--- src/dot_seq_pkg.sv ---
// Purpose: Shared constants and types for the dot printer mechanism sequencer
// Assumes: 200 MHz system clock, timers run on a 1 us tick
// Notes: Tick counts are derived here and passed as top-level defaults
package dot_seq_pkg;
    // ****************************************
    // Clock and timing
    // ****************************************
    localparam int CLK_PERIOD_NS = 5;
    localparam int TICK_NS = 1000;
    localparam int TICK_CYCLES = (TICK_NS + CLK_PERIOD_NS - 1) / CLK_PERIOD_NS;
    localparam int T_FEED_PWR_MS = 10;
    localparam int T_CLUTCH_MS = 160;
    localparam int T_DOT_GAP_US = 900;
    localparam int T_STEP_MS = 2;
    localparam int FEED_PWR_TICKS = (T_FEED_PWR_MS * 1000000 + TICK_NS - 1) / TICK_NS;
    localparam int CLUTCH_TICKS = (T_CLUTCH_MS * 1000000 + TICK_NS - 1) / TICK_NS;
    localparam int DOT_GAP_TICKS = (T_DOT_GAP_US * 1000 + TICK_NS - 1) / TICK_NS;
    localparam int STEP_TICKS = (T_STEP_MS * 1000000 + TICK_NS - 1) / TICK_NS;
    localparam int TIMER_W = 20;
    localparam int PRE_W = 12;

    // ****************************************
    // Mechanism geometry
    // ****************************************
    localparam logic [5:0] BURST_LEN = 6'h22;
    localparam logic [3:0] GROUP_LEN = 4'h9;
    localparam logic [3:0] DOTS_PER_COL = 4'h7;
    localparam logic [4:0] FEED_STEPS = 5'h18;
    localparam logic [1:0] INIT_PASSES = 2'h2;
    // Full-step phase table, entry 0 is the aligned a+b position
    localparam logic [15:0] PHASE_SEQ = 16'h9c63;
    localparam logic [3:0] PHASE_ALIGN = 4'h3;

    // ****************************************
    // Selector switch
    // ****************************************
    localparam logic [1:0] SEL_TEST = 2'h0;
    localparam logic [1:0] SEL_DEV4 = 2'h1;
    localparam logic [1:0] SEL_DEV5 = 2'h2;
    localparam logic [2:0] DEV_NUM4 = 3'h4;
    localparam logic [2:0] DEV_NUM5 = 3'h5;

    typedef enum logic [3:0] {
        sHold, sAlign, sSpin, sLeave, sMeasure, sPrint, sRetract,
        sFeedPwr, sFeedStep, sWaitHome, sHomeHold, sIdle
    } seq_state_t;

    // Sensor pins from the mechanism
    typedef struct packed {
        logic extResetN;
        logic home;
        logic dot;
        logic [1:0] sel;
    } mech_in_t;

    // Drive outputs to the mechanism
    typedef struct packed {
        logic motorRunN;
        logic carriageClutchN;
        logic feedPowerEnN;
        logic [3:0] feedPhase;
        logic hammerN;
    } mech_out_t;

    localparam mech_out_t OUT_IDLE = '{1'b1, 1'b1, 1'b1, PHASE_ALIGN, 1'b1};
endpackage

--- src/dot_printer_mechanism_sequencer.sv ---
// Purpose: Sequencer for a single-hammer impact dot printer mechanism
// Assumes: Sensor pins are asynchronous; line requests come from sys_clk logic
// Notes: All millisecond intervals are counted on a prescaled tick
//
// Summary of operation
// - Hold in reset while ext reset pin is low; start on its rising edge.
// - Initialise: reset state, two head passes storing start count, return home.
// - Align feed stepper with phases a and b high, c and d low.
// - Drive feed power enable low for alignment, release after about 10 ms.
// - Line start drives motor run and clutch low, motor spins disengaged.
// - About 160 ms later release clutch high to engage carriage rightward.
// - After engaging, wait for home to go low before evaluating dot pulses.
// - From home falling, count dot pulses until dot stays high about 0.9 ms.
// - Compare measured count with stored count to choose the printing start pulse.
// - Drive hammer low in step with dot pulses to print one dot.
// - Seven slots per column; pattern bit per slot decides hammer firing.
// - Slots are pulses 1-7, 10-16, 19-25, 28-34; gap pulses stay unused.
// - Line end: motor run high, clutch low, spring pulls carriage home.
// - With line feed, power enable low, stepping starts about 10 ms later.
// - After feed wait for home high, then clutch high about 160 ms later.
// - Each step is 1/144 inch; 24 steps per character line feed.
// - Read selector: self-test, device number 4, or device number 5.
`timescale 1ns/1ps
`default_nettype none

module dot_printer_mechanism_sequencer
    import dot_seq_pkg::*;
#(
    parameter int TICK_DIV = TICK_CYCLES,
    parameter int FEED_PWR_T = FEED_PWR_TICKS,
    parameter int CLUTCH_T = CLUTCH_TICKS,
    parameter int DOT_GAP_T = DOT_GAP_TICKS,
    parameter int STEP_T = STEP_TICKS
) (
    // Clock and reset
    input wire logic sys_clk,
    input wire logic rst,
    // Mechanism sensor pins
    input wire mech_in_t mechIn,
    // Mechanism drive pins
    output mech_out_t mechOut,
    // Line request from the character logic
    input wire logic lineStart,
    input wire logic [8:0] lineCols,
    input wire logic lineFeed,
    input wire logic [6:0] colData,
    output logic colTake,
    // Status
    output logic busy,
    output logic initDone,
    output logic selfTest,
    output logic [2:0] devNum
);
    // ****************************************
    // Constants at register width
    // ****************************************
    localparam logic [PRE_W-1:0] PRE_LAST = PRE_W'(TICK_DIV - 1);
    localparam logic [TIMER_W-1:0] FEED_PWR_LIM = TIMER_W'(FEED_PWR_T);
    localparam logic [TIMER_W-1:0] CLUTCH_LIM = TIMER_W'(CLUTCH_T);
    localparam logic [TIMER_W-1:0] GAP_LIM = TIMER_W'(DOT_GAP_T);
    localparam logic [TIMER_W-1:0] STEP_LIM = TIMER_W'(STEP_T);
    // Synchroniser starts at the pins' idle levels so no false dot edge follows reset
    localparam mech_in_t PIN_IDLE = '{extResetN: 1'b0, home: 1'b1, dot: 1'b1, sel: SEL_DEV4};

    // ****************************************
    // State record
    // ****************************************
    typedef struct packed {
        seq_state_t st;
        mech_in_t s1;
        mech_in_t s2;
        mech_in_t s3;
        mech_in_t filt;
        logic dotPrev;
        logic [PRE_W-1:0] pre;
        logic tick;
        logic [TIMER_W-1:0] tmr;
        logic [TIMER_W-1:0] gap;
        logic [7:0] dotCnt;
        logic [7:0] storedCnt;
        logic [1:0] pass;
        logic init;
        logic skip;
        logic [5:0] pos;
        logic [3:0] ofs;
        logic [6:0] pat;
        logic [8:0] cols;
        logic [4:0] steps;
        logic [1:0] phIdx;
        logic feed;
        mech_out_t mo;
        logic colTake;
        logic busy;
        logic initDone;
        logic selfTest;
        logic [2:0] devNum;
    } core_t;

    localparam core_t CORE_RESET = '{
        st: sHold, s1: PIN_IDLE, s2: PIN_IDLE, s3: PIN_IDLE, filt: PIN_IDLE, dotPrev: 1'b1,
        pre: '0, tick: 1'b0, tmr: '0, gap: '0, dotCnt: '0, storedCnt: '0,
        pass: '0, init: 1'b0, skip: 1'b0, pos: '0, ofs: '0, pat: '0,
        cols: '0, steps: '0, phIdx: '0, feed: 1'b0, mo: OUT_IDLE,
        colTake: 1'b0, busy: 1'b1, initDone: 1'b0, selfTest: 1'b0,
        devNum: DEV_NUM4
    };

    core_t c_reg;
    core_t c_next;

    // ****************************************
    // Next-state logic
    // ****************************************
    always_comb begin
        logic dotFall;
        logic gapDone;
        logic tmrClutch;
        dotFall = 1'b0;
        gapDone = 1'b0;
        tmrClutch = 1'b0;
        c_next = c_reg;
        c_next.colTake = 1'b0;

        // Pin synchroniser: a level is accepted once stages two and three agree
        c_next.s1 = mechIn;
        c_next.s2 = c_reg.s1;
        c_next.s3 = c_reg.s2;
        for (int i = 0; i < $bits(mech_in_t); i++) begin
            if (c_reg.s2[i] == c_reg.s3[i]) begin
                c_next.filt[i] = c_reg.s3[i];
            end
        end
        c_next.dotPrev = c_reg.filt.dot;
        dotFall = c_reg.dotPrev && !c_reg.filt.dot;

        // Selector decode, unknown codes fall back to the normal position
        c_next.selfTest = (c_reg.filt.sel == SEL_TEST);
        c_next.devNum = (c_reg.filt.sel == SEL_DEV5) ? DEV_NUM5 : DEV_NUM4;

        // Prescaler gives the timer tick so timers stay narrow
        c_next.tick = (c_reg.pre == PRE_LAST);
        c_next.pre = c_next.tick ? '0 : c_reg.pre + 1'b1;
        if (c_reg.tick) begin
            c_next.tmr = c_reg.tmr + 1'b1;
        end
        tmrClutch = (c_reg.tmr >= CLUTCH_LIM);

        // Gap timer: runs while dot stays high, cleared by any low level
        if (c_reg.filt.dot == 1'b0) begin
            c_next.gap = '0;
        end else if (c_reg.tick && c_reg.gap != GAP_LIM) begin
            c_next.gap = c_reg.gap + 1'b1;
        end
        gapDone = (c_reg.gap == GAP_LIM);

        case (c_reg.st)
            sHold: begin
                c_next.mo = OUT_IDLE;
                if (c_reg.filt.extResetN) begin
                    c_next.st = sAlign;
                    c_next.init = 1'b1;
                    c_next.initDone = 1'b0;
                    c_next.pass = '0;
                    c_next.phIdx = '0;
                    c_next.mo.feedPhase = PHASE_ALIGN;
                    c_next.mo.feedPowerEnN = 1'b0;
                    c_next.tmr = '0;
                end
            end
            sAlign: begin
                if (c_reg.tmr >= FEED_PWR_LIM) begin
                    c_next.mo.feedPowerEnN = 1'b1;
                    // Head away from home is first returned before measuring
                    c_next.mo.motorRunN = 1'b1;
                    c_next.mo.carriageClutchN = 1'b0;
                    c_next.st = sWaitHome;
                end
            end
            sSpin: begin
                if (tmrClutch) begin
                    c_next.mo.carriageClutchN = 1'b1;
                    c_next.st = sLeave;
                end
            end
            sLeave: begin
                if (!c_reg.filt.home) begin
                    // A pulse that falls together with home is the first one counted
                    c_next.dotCnt = 8'(dotFall);
                    c_next.st = sMeasure;
                end
            end
            sMeasure: begin
                if (dotFall) begin
                    c_next.dotCnt = c_reg.dotCnt + 1'b1;
                end
                if (gapDone) begin
                    if (c_reg.init) begin
                        c_next.storedCnt = c_reg.dotCnt;
                        c_next.pass = c_reg.pass + 1'b1;
                        c_next.st = sRetract;
                    end else begin
                        // More pulses than stored: head runs early, drop one burst
                        c_next.skip = (c_reg.dotCnt > c_reg.storedCnt);
                        c_next.pos = '0;
                        c_next.ofs = '0;
                        c_next.st = sPrint;
                    end
                end
            end
            sPrint: begin
                if (dotFall && c_reg.pos != BURST_LEN) begin
                    c_next.pos = c_reg.pos + 1'b1;
                    if (c_reg.pos == '0 || c_reg.ofs == GROUP_LEN - 1'b1) begin
                        c_next.ofs = '0;
                    end else begin
                        c_next.ofs = c_reg.ofs + 1'b1;
                    end
                    // A column is fetched on the first slot of each group while columns remain and the burst is not skipped
                    if (c_next.ofs == '0 && !c_reg.skip) begin
                        if (c_reg.cols != '0) begin
                            c_next.pat = colData;
                            c_next.cols = c_reg.cols - 1'b1;
                            c_next.colTake = 1'b1;
                        end else begin
                            c_next.pat = '0;
                        end
                    end
                end
                if (gapDone && c_reg.pos != '0) begin
                    c_next.pos = '0;
                    c_next.skip = 1'b0;
                    if (c_reg.cols == '0) begin
                        c_next.st = sRetract;
                    end
                end
            end
            sRetract: begin
                c_next.mo.motorRunN = 1'b1;
                c_next.mo.carriageClutchN = 1'b0;
                c_next.tmr = '0;
                if (c_reg.feed) begin
                    c_next.mo.feedPowerEnN = 1'b0;
                    c_next.st = sFeedPwr;
                end else begin
                    c_next.st = sWaitHome;
                end
            end
            sFeedPwr: begin
                if (c_reg.tmr >= FEED_PWR_LIM) begin
                    c_next.phIdx = c_reg.phIdx + 1'b1;
                    c_next.steps = '0;
                    c_next.tmr = '0;
                    c_next.st = sFeedStep;
                end
            end
            sFeedStep: begin
                if (c_reg.tmr >= STEP_LIM) begin
                    c_next.tmr = '0;
                    if (c_reg.steps == FEED_STEPS - 1'b1) begin
                        c_next.mo.feedPowerEnN = 1'b1;
                        c_next.feed = 1'b0;
                        c_next.st = sWaitHome;
                    end else begin
                        c_next.phIdx = c_reg.phIdx + 1'b1;
                        c_next.steps = c_reg.steps + 1'b1;
                    end
                end
            end
            sWaitHome: begin
                if (c_reg.filt.home) begin
                    c_next.tmr = '0;
                    c_next.st = sHomeHold;
                end
            end
            sHomeHold: begin
                if (tmrClutch) begin
                    c_next.mo.carriageClutchN = 1'b1;
                    if (c_reg.init && c_reg.pass != INIT_PASSES) begin
                        c_next.mo.motorRunN = 1'b0;
                        c_next.mo.carriageClutchN = 1'b0;
                        c_next.tmr = '0;
                        c_next.st = sSpin;
                    end else begin
                        c_next.init = 1'b0;
                        c_next.initDone = 1'b1;
                        c_next.st = sIdle;
                    end
                end
            end
            sIdle: begin
                if (lineStart && lineCols != '0) begin
                    c_next.cols = lineCols;
                    c_next.feed = lineFeed;
                    c_next.mo.motorRunN = 1'b0;
                    c_next.mo.carriageClutchN = 1'b0;
                    c_next.tmr = '0;
                    c_next.st = sSpin;
                end else if (lineStart && lineFeed) begin
                    // Feed-only request skips the print pass
                    c_next.feed = 1'b1;
                    c_next.st = sRetract;
                end
            end
            default: begin
                c_next.st = sHold;
            end
        endcase

        // Phase outputs track the step index except while held in reset
        if (c_next.st != sHold) begin
            c_next.mo.feedPhase = PHASE_SEQ[{c_next.phIdx, 2'b00} +: 4];
        end

        // Hammer fires while the dot pulse is low in an active slot
        c_next.mo.hammerN = !(c_next.st == sPrint && !c_reg.filt.dot &&
            c_next.pos != '0 && c_next.ofs < DOTS_PER_COL &&
            !c_next.skip && c_next.pat[c_next.ofs[2:0]]);

        // External reset pin low overrides state and drive outputs; a column take from the same cycle still goes out
        if (!c_reg.filt.extResetN) begin
            c_next.st = sHold;
            c_next.mo = OUT_IDLE;
            c_next.init = 1'b0;
            c_next.initDone = 1'b0;
            c_next.feed = 1'b0;
            c_next.phIdx = '0;
        end
        c_next.busy = (c_next.st != sIdle);
    end

    // ****************************************
    // State register
    // ****************************************
    always_ff @(posedge sys_clk or posedge rst) begin
        if (rst) begin
            c_reg <= CORE_RESET;
        end else begin
            c_reg <= c_next;
        end
    end

    // Outputs come straight from the state register
    assign mechOut = c_reg.mo;
    assign colTake = c_reg.colTake;
    assign busy = c_reg.busy;
    assign initDone = c_reg.initDone;
    assign selfTest = c_reg.selfTest;
    assign devNum = c_reg.devNum;
endmodule

`default_nettype wire

--- config.mk ---
export PLATFORM = sky130hd
export DESIGN_NAME = dot_printer_mechanism_sequencer
export DESIGN_NICKNAME = d
export VERILOG_FILES = /design/src/dot_seq_pkg.sv /design/src/dot_printer_mechanism_sequencer.sv
export SDC_FILE = /design/constraint.sdc
export NUM_CORES = 1
export LEC_CHECK = 0
export ABC_CLOCK_PERIOD_IN_PS = 3700
export BUFFER_PORTS_ARGS = -buffer_cell sky130_fd_sc_hd__clkbuf_2
export CORE_MARGIN = 2
export CORE_UTILIZATION = 56
export CTS_CLUSTER_DIAMETER = 80
export DETAILED_ROUTE_END_ITERATION = 10
export PLACE_DENSITY = 0.78
export RECOVER_POWER = 50
export SETUP_SLACK_MARGIN = 0.4
export SYNTH_ARGS = -nofsm -noshare
export SYNTH_HDL_FRONTEND = slang
export SYNTH_SLANG_ARGS = --single-unit
--- constraint.sdc ---
create_clock -name sys_clk -period 3.7 [get_ports sys_clk]
set_input_delay 0.185 -clock sys_clk [delete_from_list [all_inputs] [get_ports sys_clk]]
set_output_delay 0.185 -clock sys_clk [all_outputs]
set_load 0.05 [all_outputs]
* Word-level counts from Yosys, hierarchy flattened *
Index checks and enable logic that the tools add are counted.

storage, ports and cells
  register bits after elaboration = 147
  output and inout port bits = 15
  logic and storage cells = 251

cells by class
  muxes and demuxes = 91
  $add $sub $neg = 10
  order comparisons = 6
  reductions and logical operators = 43
  shift-type cells = 1
  equality and inequality tests = 55

operator list
  kind                                                   number
  2-to-1 mux 20 bit                                      10
  one-hot mux 20 bit (7 select lines)                    1
  2-to-1 mux 4 bit                                       21
  one-hot mux 4 bit (12 select lines)                    1
  adder 20 x 1 -> 20 bit, second input constant          2
  2-to-1 mux 7 bit                                       5
  2-to-1 mux 11 bit                                      3
  != test 3 bit, second input constant                   9
  2-to-1 mux 26 bit                                      1
  != test 2 bit, second input constant                   13
  2-to-1 mux 8 bit                                       3
  one-hot mux 11 bit (2 select lines)                    1
  == test 20 x 10 -> 1 bit, second input constant        1
  == test 4 x 3 -> 1 bit, second input constant          5
  == test 4 bit, second input constant                   5
  >= comparator 20 x 11 -> 1 bit, second input constant  1
  >= comparator 20 x 14 -> 1 bit, second input constant  1
  >= comparator 20 x 18 -> 1 bit, second input constant  1
  != test 20 x 10 -> 1 bit, second input constant        1
  AND reduction 5 bit                                    4
  2-to-1 mux 1 bit                                       19
  2-to-1 mux 9 bit                                       2
  one-hot mux 9 bit (2 select lines)                     1
  nonzero test 9 bit                                     2
  other kinds (50)                                       93

* Longest topological paths before layout *
Gate-level depths: netlist of run 1.

  word-level depth = 18
  gate-level depth with buffers = 11
  depth with buffers taken out = 11

* Worst setup path before layout of run 1 *
No wires, ideal clock.

  path type = register -> register
  start point = register c_reg[39] in the netlist's numbering
  end point = register c_reg, in the netlist mechOut[0]
  arrival = 2.716 ns
  cell stages (with the launch flop) = 11
  setup slack = 0.885 ns
  setup time = 0.098 ns
  required time = 3.602 ns
  cells stage by stage = dfrtp_1 inv_1 ha_1 or4b_1 a21oi_1 o211ai_1 o21ai_0 o21ai_0 mux4_2 mux2_2 o311ai_1

RTL lines
  item                      line                                    source
  start: declaration        dot_printer_mechanism_sequencer.sv:108  core_t c_reg;
  start signal: assignment  dot_printer_mechanism_sequencer.sv:338  c_reg <= c_next;

==> qor.yml, run 1 <==
status: "completed"
diodes: 0
finalSetupViolations: 0
ir_drop_mv: 0.3237
ys_top_cells_by_count: "125 x dfrtp_1, 81 x nor2_1, 78 x nand2_1"
synth_area_leaders: "dfrtp_1 41%, dfstp_2 6.8%, o21ai_0 4.6%"
fin_nets: 910
cts-root-buf: "clkbuf_16"
synth_flop_cell: "dfrtp_1"
slew_headroom: 0.09401
yosysTopAreaCellShare: 0.4073
routabilityCongestion: 0.9421
viasPerCell: 5.860
slew_viol_final: 0
ys_seq_area_frac: 0.4757
path_clk_slew_ps: 70
pin_count: 40
min_path_type: "in2reg"
critical_path.startpoint_type: "flip-flop"
area_growth_pct: 12.63
holdPathEnd: "c_reg[35]"
route.vias.total: 6159
path_class: "reg2reg"
wl_per_cell_um: 16.09
largest_register_ff_count: 121
r2r_cells: 10
cts_buffer_depth: 2
hold_depth: 3
synth_area_per_cell_um2: 9.298
cts_buffers: 17
fp.coreArea_um2: 13300
reg2reg_to: "mechOut[0]"
fmax_mhz: 325.3
synth-edff-count: 0
synth_top_area_cell: "dfrtp_1"
dr.pass1.iters: 5
cts_tree: "yes"
post-dp-hpwl_um: 11690
synthArstFlopShare: 1.000
path_max_fanout: 7
antenna_found_initial: 0
synthMostInstantiatedCell: "dfrtp_1"
drc: 0
antenna_left: 0
postPlaceCellArea_um2: 7999
power_density_nw_per_um2: 417.2
period_needed_ps: 3074
clock_latency_ps: 440
power_leakage_uw: 0.003674
synth_seq_cells: 145
drt-initial-drc-count: 407
worst-r2r-setup-slack_ps: 630
rr_startpoint: "c_reg[39]"
max_cap_viol_count: 0
netlist_instances: 826
grt_pass1_vias: 6133
track_usage: 0.2488
fp-row-count: 42
dieWidth_um: 121.1
critPathArrivalTime_ps: 3410
rsz0062_at_grt: "no"
syn-num-nets: 874
final.setup.tns_ps: 0
finalCritPeriodShare: 0.8307
required_ps: 4040
finalClockSkew_ps: 7.357
die_h_um: 121.1
timing.hold.ws_ps: 16.82
syn-cell-area_um2: 7680
portBuffers: 37
routed_wl_um: 16910
worst_pin_slew_ps: 1359
synth_cell_types: 69
gr-total-overflow: 0
htree_levels: 4
drive_gt1_frac: 0.1189
grt_max_degree: 56
n_fill_cell: 1034
die_area_um2: 14670
end_kind: "flip-flop"
grt_pass1_wl_um: 28970
synth_warnings: 0
cts.sink_count: 145
start_util: 0.5776
hp-start: "colData[3]"
hold_violations: 0
fin_area_um2: 8650
cells in the final DEF, fill, tap and decap left out, types with 5 or more instances in the layout:
master	Yosys	final
buf_4	11	12
or3_1	16	16
a22oi_1	9	9
dlygate4sd3_1	0	6
o31ai_1	6	5
and3_1	8	8
o211ai_1	8	8
maj3_1	5	5
clkinv_4	0	5
inv_1	33	32
a21boi_0	9	9
nand4_1	24	24
nor4_1	11	11
o21ai_0	70	70
dfrtp_1	125	124
xor2_1	26	26
nand3_1	26	26
a21oi_1	35	34
dfstp_1	0	5
clkbuf_2	0	25
nand2b_1	9	9
clkbuf_16	0	17
dfstp_2	20	15
a211oi_1	6	6
nor2_1	81	81
clkbuf_1	30	15
ha_1	23	23
nor2b_1	17	17
nand2_1	78	78
o21ai_1	8	8
nor3_1	20	20
and2_1	21	21
xnor2_1	24	24
layer usage:
metal | share of wire | vias to the layer above | GRT usage | wire [µm]
met5 | 0 | - | 0 | 0
met4 | 0.021 | 0 | 0.09593 | 354
met3 | 0.044 | 30 | 0.05592 | 752
met2 | 0.50 | 159 | 0.4108 | 8454
met1 | 0.43 | 3003 | 0.3197 | 7345
li1 | - | 2967 | - | -
cell families (layout without fill, tap and decap cells):
group	count (synthesis)	after routing	synth area share
compound gates	184	184	0.1479
xor+xnor	50	50	0.05702
fa+ha+maj	28	28	0.04399
buf+inv	75	124	0.04203
flops	145	145	0.4757
mux	7	7	0.01173
other cells	2	2	0.0009779
simple gates	335	335	0.2206
cell type report:
class,count,area [µm²],share of cell area
Clock buffer,17,425.4,0.04918
Clock inverter,15,173.9,0.02011
Inverter,34,131.4,0.01519
Multi-Input combinational cell,606,3712,0.4292
Sequential cell,145,3655,0.4225
Tap cell,176,220.2,0.02546
Timing Repair Buffer,58,331.6,0.03833
critical path: stages, from the launching register on:
cell      delay [ps]
dfrtp_2          440
inv_1             70
ha_1             330
or4b_1           550
a21oi_2          210
o211ai_1         190
o21ai_0          220
o21ai_0          140
mux4_2           470
mux2_2           280
o311ai_1          80
power by group:
part           switching [µW]  internal [µW]  leakage, µW  total [µW]
logic                     140           67.7      0.00150         208
clock network             732           1010     0.000293        1740
registers                30.9           1630      0.00188        1660
total                     903           2710      0.00367        3610
what timing repair did:
item                                    4_1_cts  5_1_grt
gates resized for setup                       0        3
buffers inserted                              0        1
hold buffers                                  6        0
endpoints found under the hold margin        67        0
endpoints found under the setup margin        0        6
per-stage QoR:
step / setup WS, ps / util / cells / power (µW)
global placement: 723.3 / 0.6016 / 1012 / 1883
global route: 445.0 / 0.6506 / 1051 / 3726
finish: 626.3 / 0.6506 / 1051 / 3608
detailed placement: 505.7 / 0.6016 / 1012 / 1889
CTS: 492.1 / 0.6512 / 1050 / 3631
floorplan: 885.5 / - / 826 / 1833
worst max path at each step:
stage | slack [ps] | end | cells past startpoint | start
floorplan | 890 | mechOut[0] | 10 | c_reg[39]
global placement | 720 | mechOut[0] | 10 | c_reg[39]
detailed placement | 510 | mechOut[0] | 10 | c_reg[39]
CTS | 490 | mechOut[0] | 10 | c_reg[39]
global route | 440 | mechOut[0] | 10 | c_reg[69]
finish | 630 | mechOut[0] | 10 | c_reg[39]
Power figures use the tool's default switching activity.
==> run 2: changes to the inputs <==
--- a/config.mk
+++ b/config.mk
@@ -5,13 +5,14 @@
 export SDC_FILE = /design/constraint.sdc
 export NUM_CORES = 1
 export LEC_CHECK = 0
-export ABC_CLOCK_PERIOD_IN_PS = 3700
+export ABC_AREA = 1
+export ABC_CLOCK_PERIOD_IN_PS = 3200
 export BUFFER_PORTS_ARGS = -buffer_cell sky130_fd_sc_hd__clkbuf_2
 export CORE_MARGIN = 2
-export CORE_UTILIZATION = 56
+export CORE_UTILIZATION = 62
 export CTS_CLUSTER_DIAMETER = 80
 export DETAILED_ROUTE_END_ITERATION = 10
-export PLACE_DENSITY = 0.78
+export PLACE_DENSITY = 0.81
 export RECOVER_POWER = 50
 export SETUP_SLACK_MARGIN = 0.4
 export SYNTH_ARGS = -nofsm -noshare
==> constraint.sdc (replaced) <==
create_clock -name sys_clk -period 3.2 [get_ports sys_clk]
set_input_delay 0.16 -clock sys_clk [delete_from_list [all_inputs] [get_ports sys_clk]]
set_output_delay 0.16 -clock sys_clk [all_outputs]
set_load 0.05 [all_outputs]
==> run 2 against run 1 <==
The run now ends with capacitance limit, slew limit left; die area fell by 3.6%; critical path depth shrank 2; total power grew 17%; non-clock buffer count is 6 lower; core utilization up 6.7 points; sequential cell count unchanged; critical path type unchanged; critical endpoint is now c_reg[25]; largest cell class unchanged.
==> qor.yml, run 2 <==
area_growth_pct: 12.02
routabilityCongestion: 0.9318  # -1.1%
synth_area_per_cell_um2: 7.755  # -17%
cts.sink_count: 145  # unchanged
post-dp-hpwl_um: 12310  # +5.3%
htree_levels: 4  # unchanged
synth_seq_cells: 145  # unchanged
path_class: "reg2reg"
power_density_nw_per_um2: 461.9  # +11%
synthArstFlopShare: 1.000  # unchanged
clock_latency_ps: 430  # about the same
place_ws_ps: 823.7  # +318.0 ps
netlist_instances: 1055  # +28%
period_needed_ps: 2531  # -542.4 ps
grt_pass1_vias: 6739  # +9.9%
die_h_um: 118.9  # -1.8%
cts_buffers: 17  # unchanged
viasPerCell: 5.505  # -6.1%
largest_register_ff_count: 121  # unchanged
finalSetupViolations: 0  # unchanged
syn-cell-area_um2: 8182  # +6.5%
gr-total-overflow: 0  # unchanged
path_clk_slew_ps: 60  # about the same
cts_tree: "yes"
portBuffers: 37  # unchanged
power_leakage_uw: 0.004462  # +21%
antenna_left: 0  # unchanged
drt-initial-drc-count: 667  # +64%
grt_pass1_wl_um: 30510  # +5.3%
violations: "capacitance limit, slew limit"
synth_flop_cell: "dfrtp_1"
fp-row-count: 41  # -2.4%
syn-num-nets: 1103  # +26%
synth-edff-count: 0  # unchanged
postCtsSetupBuffers: 0  # unchanged
slew_viol_final: 92  # +92
mostFrequentLayoutCells: "235 x nand2_1, 153 x inv_1, 125 x dfrtp_1"
fp.coreArea_um2: 12770  # -3.9%
worst_pin_slew_ps: 2165  # +805.8 ps
slew_headroom: -0.4432  # -0.5372
end_kind: "flip-flop"
min_path_type: "in2reg"
fin_area_um2: 9165  # +6.0%
yosysTopAreaCellShare: 0.3823  # -0.02498
synth_warnings: 0  # unchanged
wl_per_cell_um: 13.74  # -15%
synth_area_leaders: "dfrtp_1 38%, nand2_1 11%, inv_1 7.1%"
critPathArrivalTime_ps: 2830  # -580 ps
routed_wl_um: 17710  # +4.7%
postPlaceCellArea_um2: 8493  # +6.2%
final.setup.tns_ps: 0  # unchanged
pin_count: 40  # unchanged
cts_buffer_depth: 2  # unchanged
track_usage: 0.2644  # +0.01564
ys_seq_area_frac: 0.4466  # -0.02917
route.vias.total: 7096  # +15%
crit_path_start: "c_next[122]"
status: "complete, but fails checks"
path_max_fanout: 19  # +12
ir_drop_mv: 0.4640  # +43%
finalCritPeriodShare: 0.7911  # -0.03969
required_ps: 3500  # -540 ps
finalClockSkew_ps: 16.52  # +9.161 ps
cts-root-buf: "clkbuf_16"
ys_top_cells_by_count: "235 x nand2_1, 154 x inv_1, 125 x dfrtp_1"
dr.pass1.iters: 6  # +1
fmax_mhz: 395.0  # +21%
hp-start: "colData[3]"
start_util: 0.6405  # +0.06287
synth_top_area_cell: "dfrtp_1"
fin_ws_ps: 668.6  # +42.37 ps
drive_gt1_frac: 0.1083  # -0.01053
diodes: 0  # unchanged
fin_nets: 1152  # +27%
synthMostInstantiatedCell: "nand2_1"
final_common_cell: "nand2_1"
antenna_found_initial: 0  # unchanged
synth_cell_types: 49  # -29%
hold_violations: 0  # unchanged
rsz0062_at_grt: "no"
critical_path.startpoint_type: "flip-flop"
die_area_um2: 14130  # -3.6%
rr_startpoint: "c_next[122]"
grt_max_degree: 92  # +64%
dieWidth_um: 118.9  # -1.8%
max_cap_viol_count: 1  # +1
drc: 0  # unchanged
[run 2: changes by cell type in the layout (fill, tap and decap cells not counted), sizes merged, moves of 17 or more]
cell   previous run  this run
nand2            78       242
inv              39       155
nand3            26        79
nor2             81       129
and2             22         0
xnor2            24         5
or3              18         0
nor2b            17         0
[run 2: cell families after synthesis]
family / after synthesis / synth area share
adder cells (fa/ha/maj): 28 / 0.04129
other: 2 / 0.0009179
flip-flops: 145 / 0.4466
XOR/XNOR: 29 / 0.03104
AO/OA/AOI/OAI: 126 / 0.08610
buffers and inverters: 178 / 0.09023
multiplexers: 2 / 0.002753
AND/OR/NAND/NOR: 545 / 0.3011
[run 2: metal layers]
metal / global-route usage / vias to the layer above / wire, µm
met1: 0.3534 / 3335 / 8228
met5: 0 / - / 0
met4: 0.09449 / 0 / 321
li1: - / 3520 / -
met3: 0.05843 / 38 / 799
met2: 0.4264 / 203 / 8356
[run 2: worst paths after layout]
path,slack (ps),cells past startpoint,endpoint
min in group asynchronous,790,4,c_reg[16]
max in group asynchronous,810,4,c_reg[50]
worst max-delay path,670,8,c_reg[25]
worst min-delay path,40,3,c_reg[35]
worst max register to register,670,8,c_reg[25]
worst min register to register,350,0,c_next[129]
[run 2: timing repair]
action                    4_1_cts  5_1_grt
hold endpoints to repair      135        0
resized for setup               0        0
hold buffers                   11        0
[run 2: layout make-up]
class,count,area (µm²)
Multi-Input combinational cell,732,3795
Sequential cell,145,3654
Fill cell,1040,3608
Inverter,156,586.8
Clock buffer,24,491.7
Timing Repair Buffer,52,320.3
Tap cell,172,215.2
Clock inverter,8,102.6
[run 2: critical path: stages, from the launching register on]
cell     delay, ps
dfstp_1        580
nor2_1         360
nand2_2        170
inv_2          190
nand2_1        100
inv_1          130
nand3_4        160
o22ai_4        360
mux2_1         360
[run 2: where the power goes]
part / switching (µW) / internal (µW)
Sequential: 39.0 / 1890
Clock: 750 / 1230
Combinational: 238 / 86.4
Total: 1030 / 3210
[run 2: stage by stage]
step / power, µW / std cells / utilization / hold WS, ps
2_1_floorplan: 2202 / 1055 / - / 164.5
3_3_place_gp: 2271 / 1246 / 0.6649 / 247.5
3_5_place_dp: 2278 / 1246 / 0.6649 / 249.4
4_1_cts: 4265 / 1289 / 0.7201 / 31.22
5_1_grt: 4378 / 1289 / 0.7175 / 46.92
6_report: 4234 / 1289 / 0.7175 / 43.53
==> run 3: changes to the inputs <==
--- a/config.mk
+++ b/config.mk
@@ -6,13 +6,13 @@
 export NUM_CORES = 1
 export LEC_CHECK = 0
 export ABC_AREA = 1
-export ABC_CLOCK_PERIOD_IN_PS = 3200
+export ABC_CLOCK_PERIOD_IN_PS = 2150
 export BUFFER_PORTS_ARGS = -buffer_cell sky130_fd_sc_hd__clkbuf_2
 export CORE_MARGIN = 2
-export CORE_UTILIZATION = 62
+export CORE_UTILIZATION = 56
 export CTS_CLUSTER_DIAMETER = 80
 export DETAILED_ROUTE_END_ITERATION = 10
-export PLACE_DENSITY = 0.81
+export PLACE_DENSITY = 0.78
 export RECOVER_POWER = 50
 export SETUP_SLACK_MARGIN = 0.4
 export SYNTH_ARGS = -nofsm -noshare
==> constraint.sdc (replaced) <==
create_clock -name sys_clk -period 2.15 [get_ports sys_clk]
set_input_delay 0.1075 -clock sys_clk [delete_from_list [all_inputs] [get_ports sys_clk]]
set_output_delay 0.1075 -clock sys_clk [all_outputs]
set_load 0.05 [all_outputs]
==> run 3 against run 2 <==
Setup slack worse by 600 ps; wire length is 27% higher; non-clock buffer count is 111 higher; count of clock-buffer cells in the layout is 7 lower; maximum frequency is 21% higher; largest cell class unchanged; sequential power is 49% higher; cell area is 20% higher; the run now ends clean; clock power is 41% higher; register-to-register slack worse by 600 ps; total power is 52% higher.
==> qor.yml, run 3 (same netlist as run 2, synthesis figures left out) <==
critPathArrivalTime_ps: 2460  # -370 ps
cpMostUsedCell: "nand3_1"
route.vias.total: 7938  # +12%
power_density_nw_per_um2: 585.3  # +27%
hold_depth: 5  # +2
end_kind: "flip-flop"
multi_input_area_um2: 4638  # +22%
finalClockSkew_ps: 7.759  # -8.759 ps
worst-r2r-setup-slack_ps: 60  # -600 ps
cts_tree: "yes"
finalCritPeriodShare: 0.9702  # +0.1792
status: "completed"
gr-total-overflow: 0  # unchanged
mostFrequentLayoutCells: "197 x nand2_1, 119 x inv_1, 114 x dfrtp_1"
antenna_found_initial: 0  # unchanged
portBuffers: 37  # unchanged
pin_count: 40  # unchanged
largest_register_ff_count: 121  # unchanged
period_needed_ps: 2086  # -445.4 ps
die_area_um2: 15590  # +10%
antenna_left: 0  # unchanged
fmax_mhz: 479.4  # +21%
slew_headroom: 0.2997  # +0.7429
cts_buffer_depth: 2  # unchanged
r2r_cells: 12  # +4
critPathMaxStageDelay_ps: 480  # -100 ps
path_class: "reg2reg"
rr_startpoint: "c_reg[71]"
routed_wl_um: 22470  # +27%
reg2reg_to: "mechOut[0]"
routabilityCongestion: 0.9638  # +3.4%
hold_violations: 0  # unchanged
clock_latency_ps: 440  # about the same
min_path_type: "in2reg"
critical_path.startpoint_type: "flip-flop"
path_max_fanout: 6  # -13
ir_drop_mv: 0.6307  # +36%
grt_pass1_vias: 7345  # +9.0%
area_growth_pct: 34.06
power_leakage_uw: 0.005201  # +17%
holdPathEnd: "c_reg[23]"
cts_buffers: 17  # unchanged
combPwrFrac: 0.115  # +0.038
finalPower_uw: 6419  # +52%
place_ws_ps: 71.25  # -752.4 ps
internal_power_uw: 4601  # +43%
post-dp-hpwl_um: 13380  # +8.6%
drive_gt1_frac: 0.3420  # +0.2337
required_ps: 2530  # -970 ps
start_util: 0.5672  # -0.07329
finalSetupViolations: 0  # unchanged
grt_pass1_wl_um: 33770  # +11%
power.clock.fraction: 0.437  # -0.030
path_buf_inv: 2  # unchanged
crit_family: "simple AND/OR/NAND/NOR gates"
fin_ws_ps: 64.06  # -604.6 ps
register_area_um2: 3667  # +0.38%
dieWidth_um: 124.9  # +5.0%
drt-initial-drc-count: 571  # -14%
seq_power_share: 0.448  # -0.008
hp-start: "lineCols[0]"
fp.coreArea_um2: 14420  # +13%
viasPerCell: 5.610  # +1.9%
net-switching-power_uw: 1818  # +77%
cp_cell_sequence: "nand3_1, nor2_4, nand4_1, buf_4, buf_4, nor2_2, nand3_1, nand2_1, nor2_1, nand3_1, nor2_1, nand3_1"
htree_levels: 4  # unchanged
worst_pin_slew_ps: 1050  # -1114 ps
switching_share: 0.2833  # +0.04085
n_fill_cell: 978  # -6.0%
final_common_cell: "nand2_1"
drc: 0  # unchanged
die_h_um: 124.9  # +5.0%
slowest_stage: "dfrtp_2"
dr.pass1.iters: 6  # unchanged
wl_per_cell_um: 15.88  # +16%
rsz0062_at_grt: "yes"
cts-root-buf: "clkbuf_16"
max_cap_viol_count: 0  # -1
slew_viol_final: 0  # -100%
diodes: 0  # unchanged
fin_nets: 1266  # +9.9%
grt_max_degree: 50  # -46%
fp-row-count: 44  # +7.3%
cts.sink_count: 145  # unchanged
path_clk_slew_ps: 60  # about the same
track_usage: 0.2636  # -0.0007964
run 3: cell types whose count changed in the layout (fill, tap and decap cells not counted), sizes merged:
| cell | previous run | this run |
|---|---|---|
| clkinvlp | 3 | 6 |
| buf | 2 | 108 |
| nand3 | 79 | 81 |
| clkbuf | 63 | 60 |
| dlygate4sd3 | 11 | 12 |
| inv | 155 | 162 |
| bufinv | 2 | 0 |
run 3: layer usage:
metal | track usage | vias up | wire, µm
met4 | 0.08758 | 0 | 804
li1 | - | 3767 | -
met3 | 0.05928 | 77 | 1207
met1 | 0.3427 | 3781 | 9175
met5 | 0 | - | 0
met2 | 0.4394 | 313 | 11290
run 3: how the worst max path moves through the flow:
stage / cells past startpoint / from / endpoint
6_report: 12 / c_reg[71] / mechOut[0]
5_1_grt: 14 / c_reg[69] / mechOut[2]
4_1_cts: 14 / c_reg[70] / mechOut[3]
3_5_place_dp: 12 / c_reg[69] / mechOut[3]
3_3_place_gp: 11 / c_reg[104] / mechOut[3]
2_1_floorplan: 1 / rst / c_next[129]
run 3: per-stage QoR:
stage | hold WS (ps) | utilization | area (µm²) | TNS [ps] | std cells
after floorplan | 112.0 | - | 8257 | 0 | 1055
after global placement | 113.2 | 0.6139 | 8855 | 0 | 1293
after detailed placement | 116.6 | 0.6139 | 8855 | 0 | 1293
after CTS | 28.48 | 0.6988 | 10080 | 0 | 1376
after global routing | 63.72 | 0.7604 | 10970 | -175.6 | 1415
final | 32.47 | 0.7604 | 10970 | 0 | 1415
run 3: final cells by class:
class,count,share of cell area
Clock buffer,17,0.03879
Timing Repair inverter,1,0.0006845
Sequential cell,145,0.3344
Clock inverter,15,0.01129
Timing Repair Buffer,163,0.1165
Tap cell,184,0.02099
Inverter,156,0.05453
Multi-Input combinational cell,734,0.4229
run 3: worst min-delay path: stages:
cell and delay, ps:
clkbuf_2 90, nand2_1 60, o21ai_1 60, nand2_2 60, o21ai_1 50
run 3: what timing repair did:
| item | 4_1_cts | 5_1_grt |
|---|---|---|
| setup endpoints to repair | 64 | 87 |
| pin swaps | 30 | 63 |
| hold buffers | 12 | 0 |
| setup buffers | 36 | 35 |
| gates resized for setup | 75 | 170 |
| hold endpoints to repair | 49 | 0 |
| gates cloned | 3 | 4 |
run 3: power groups by stage:
stage               logic, µW  clock network [µW]  registers, µW
global placement          514                   0           2910
CTS                       567                2840           2870
global route              792                2960           2880
finish                    740                2800           2880
detailed placement        519                   0           2910
floorplan                 375                   0           2900
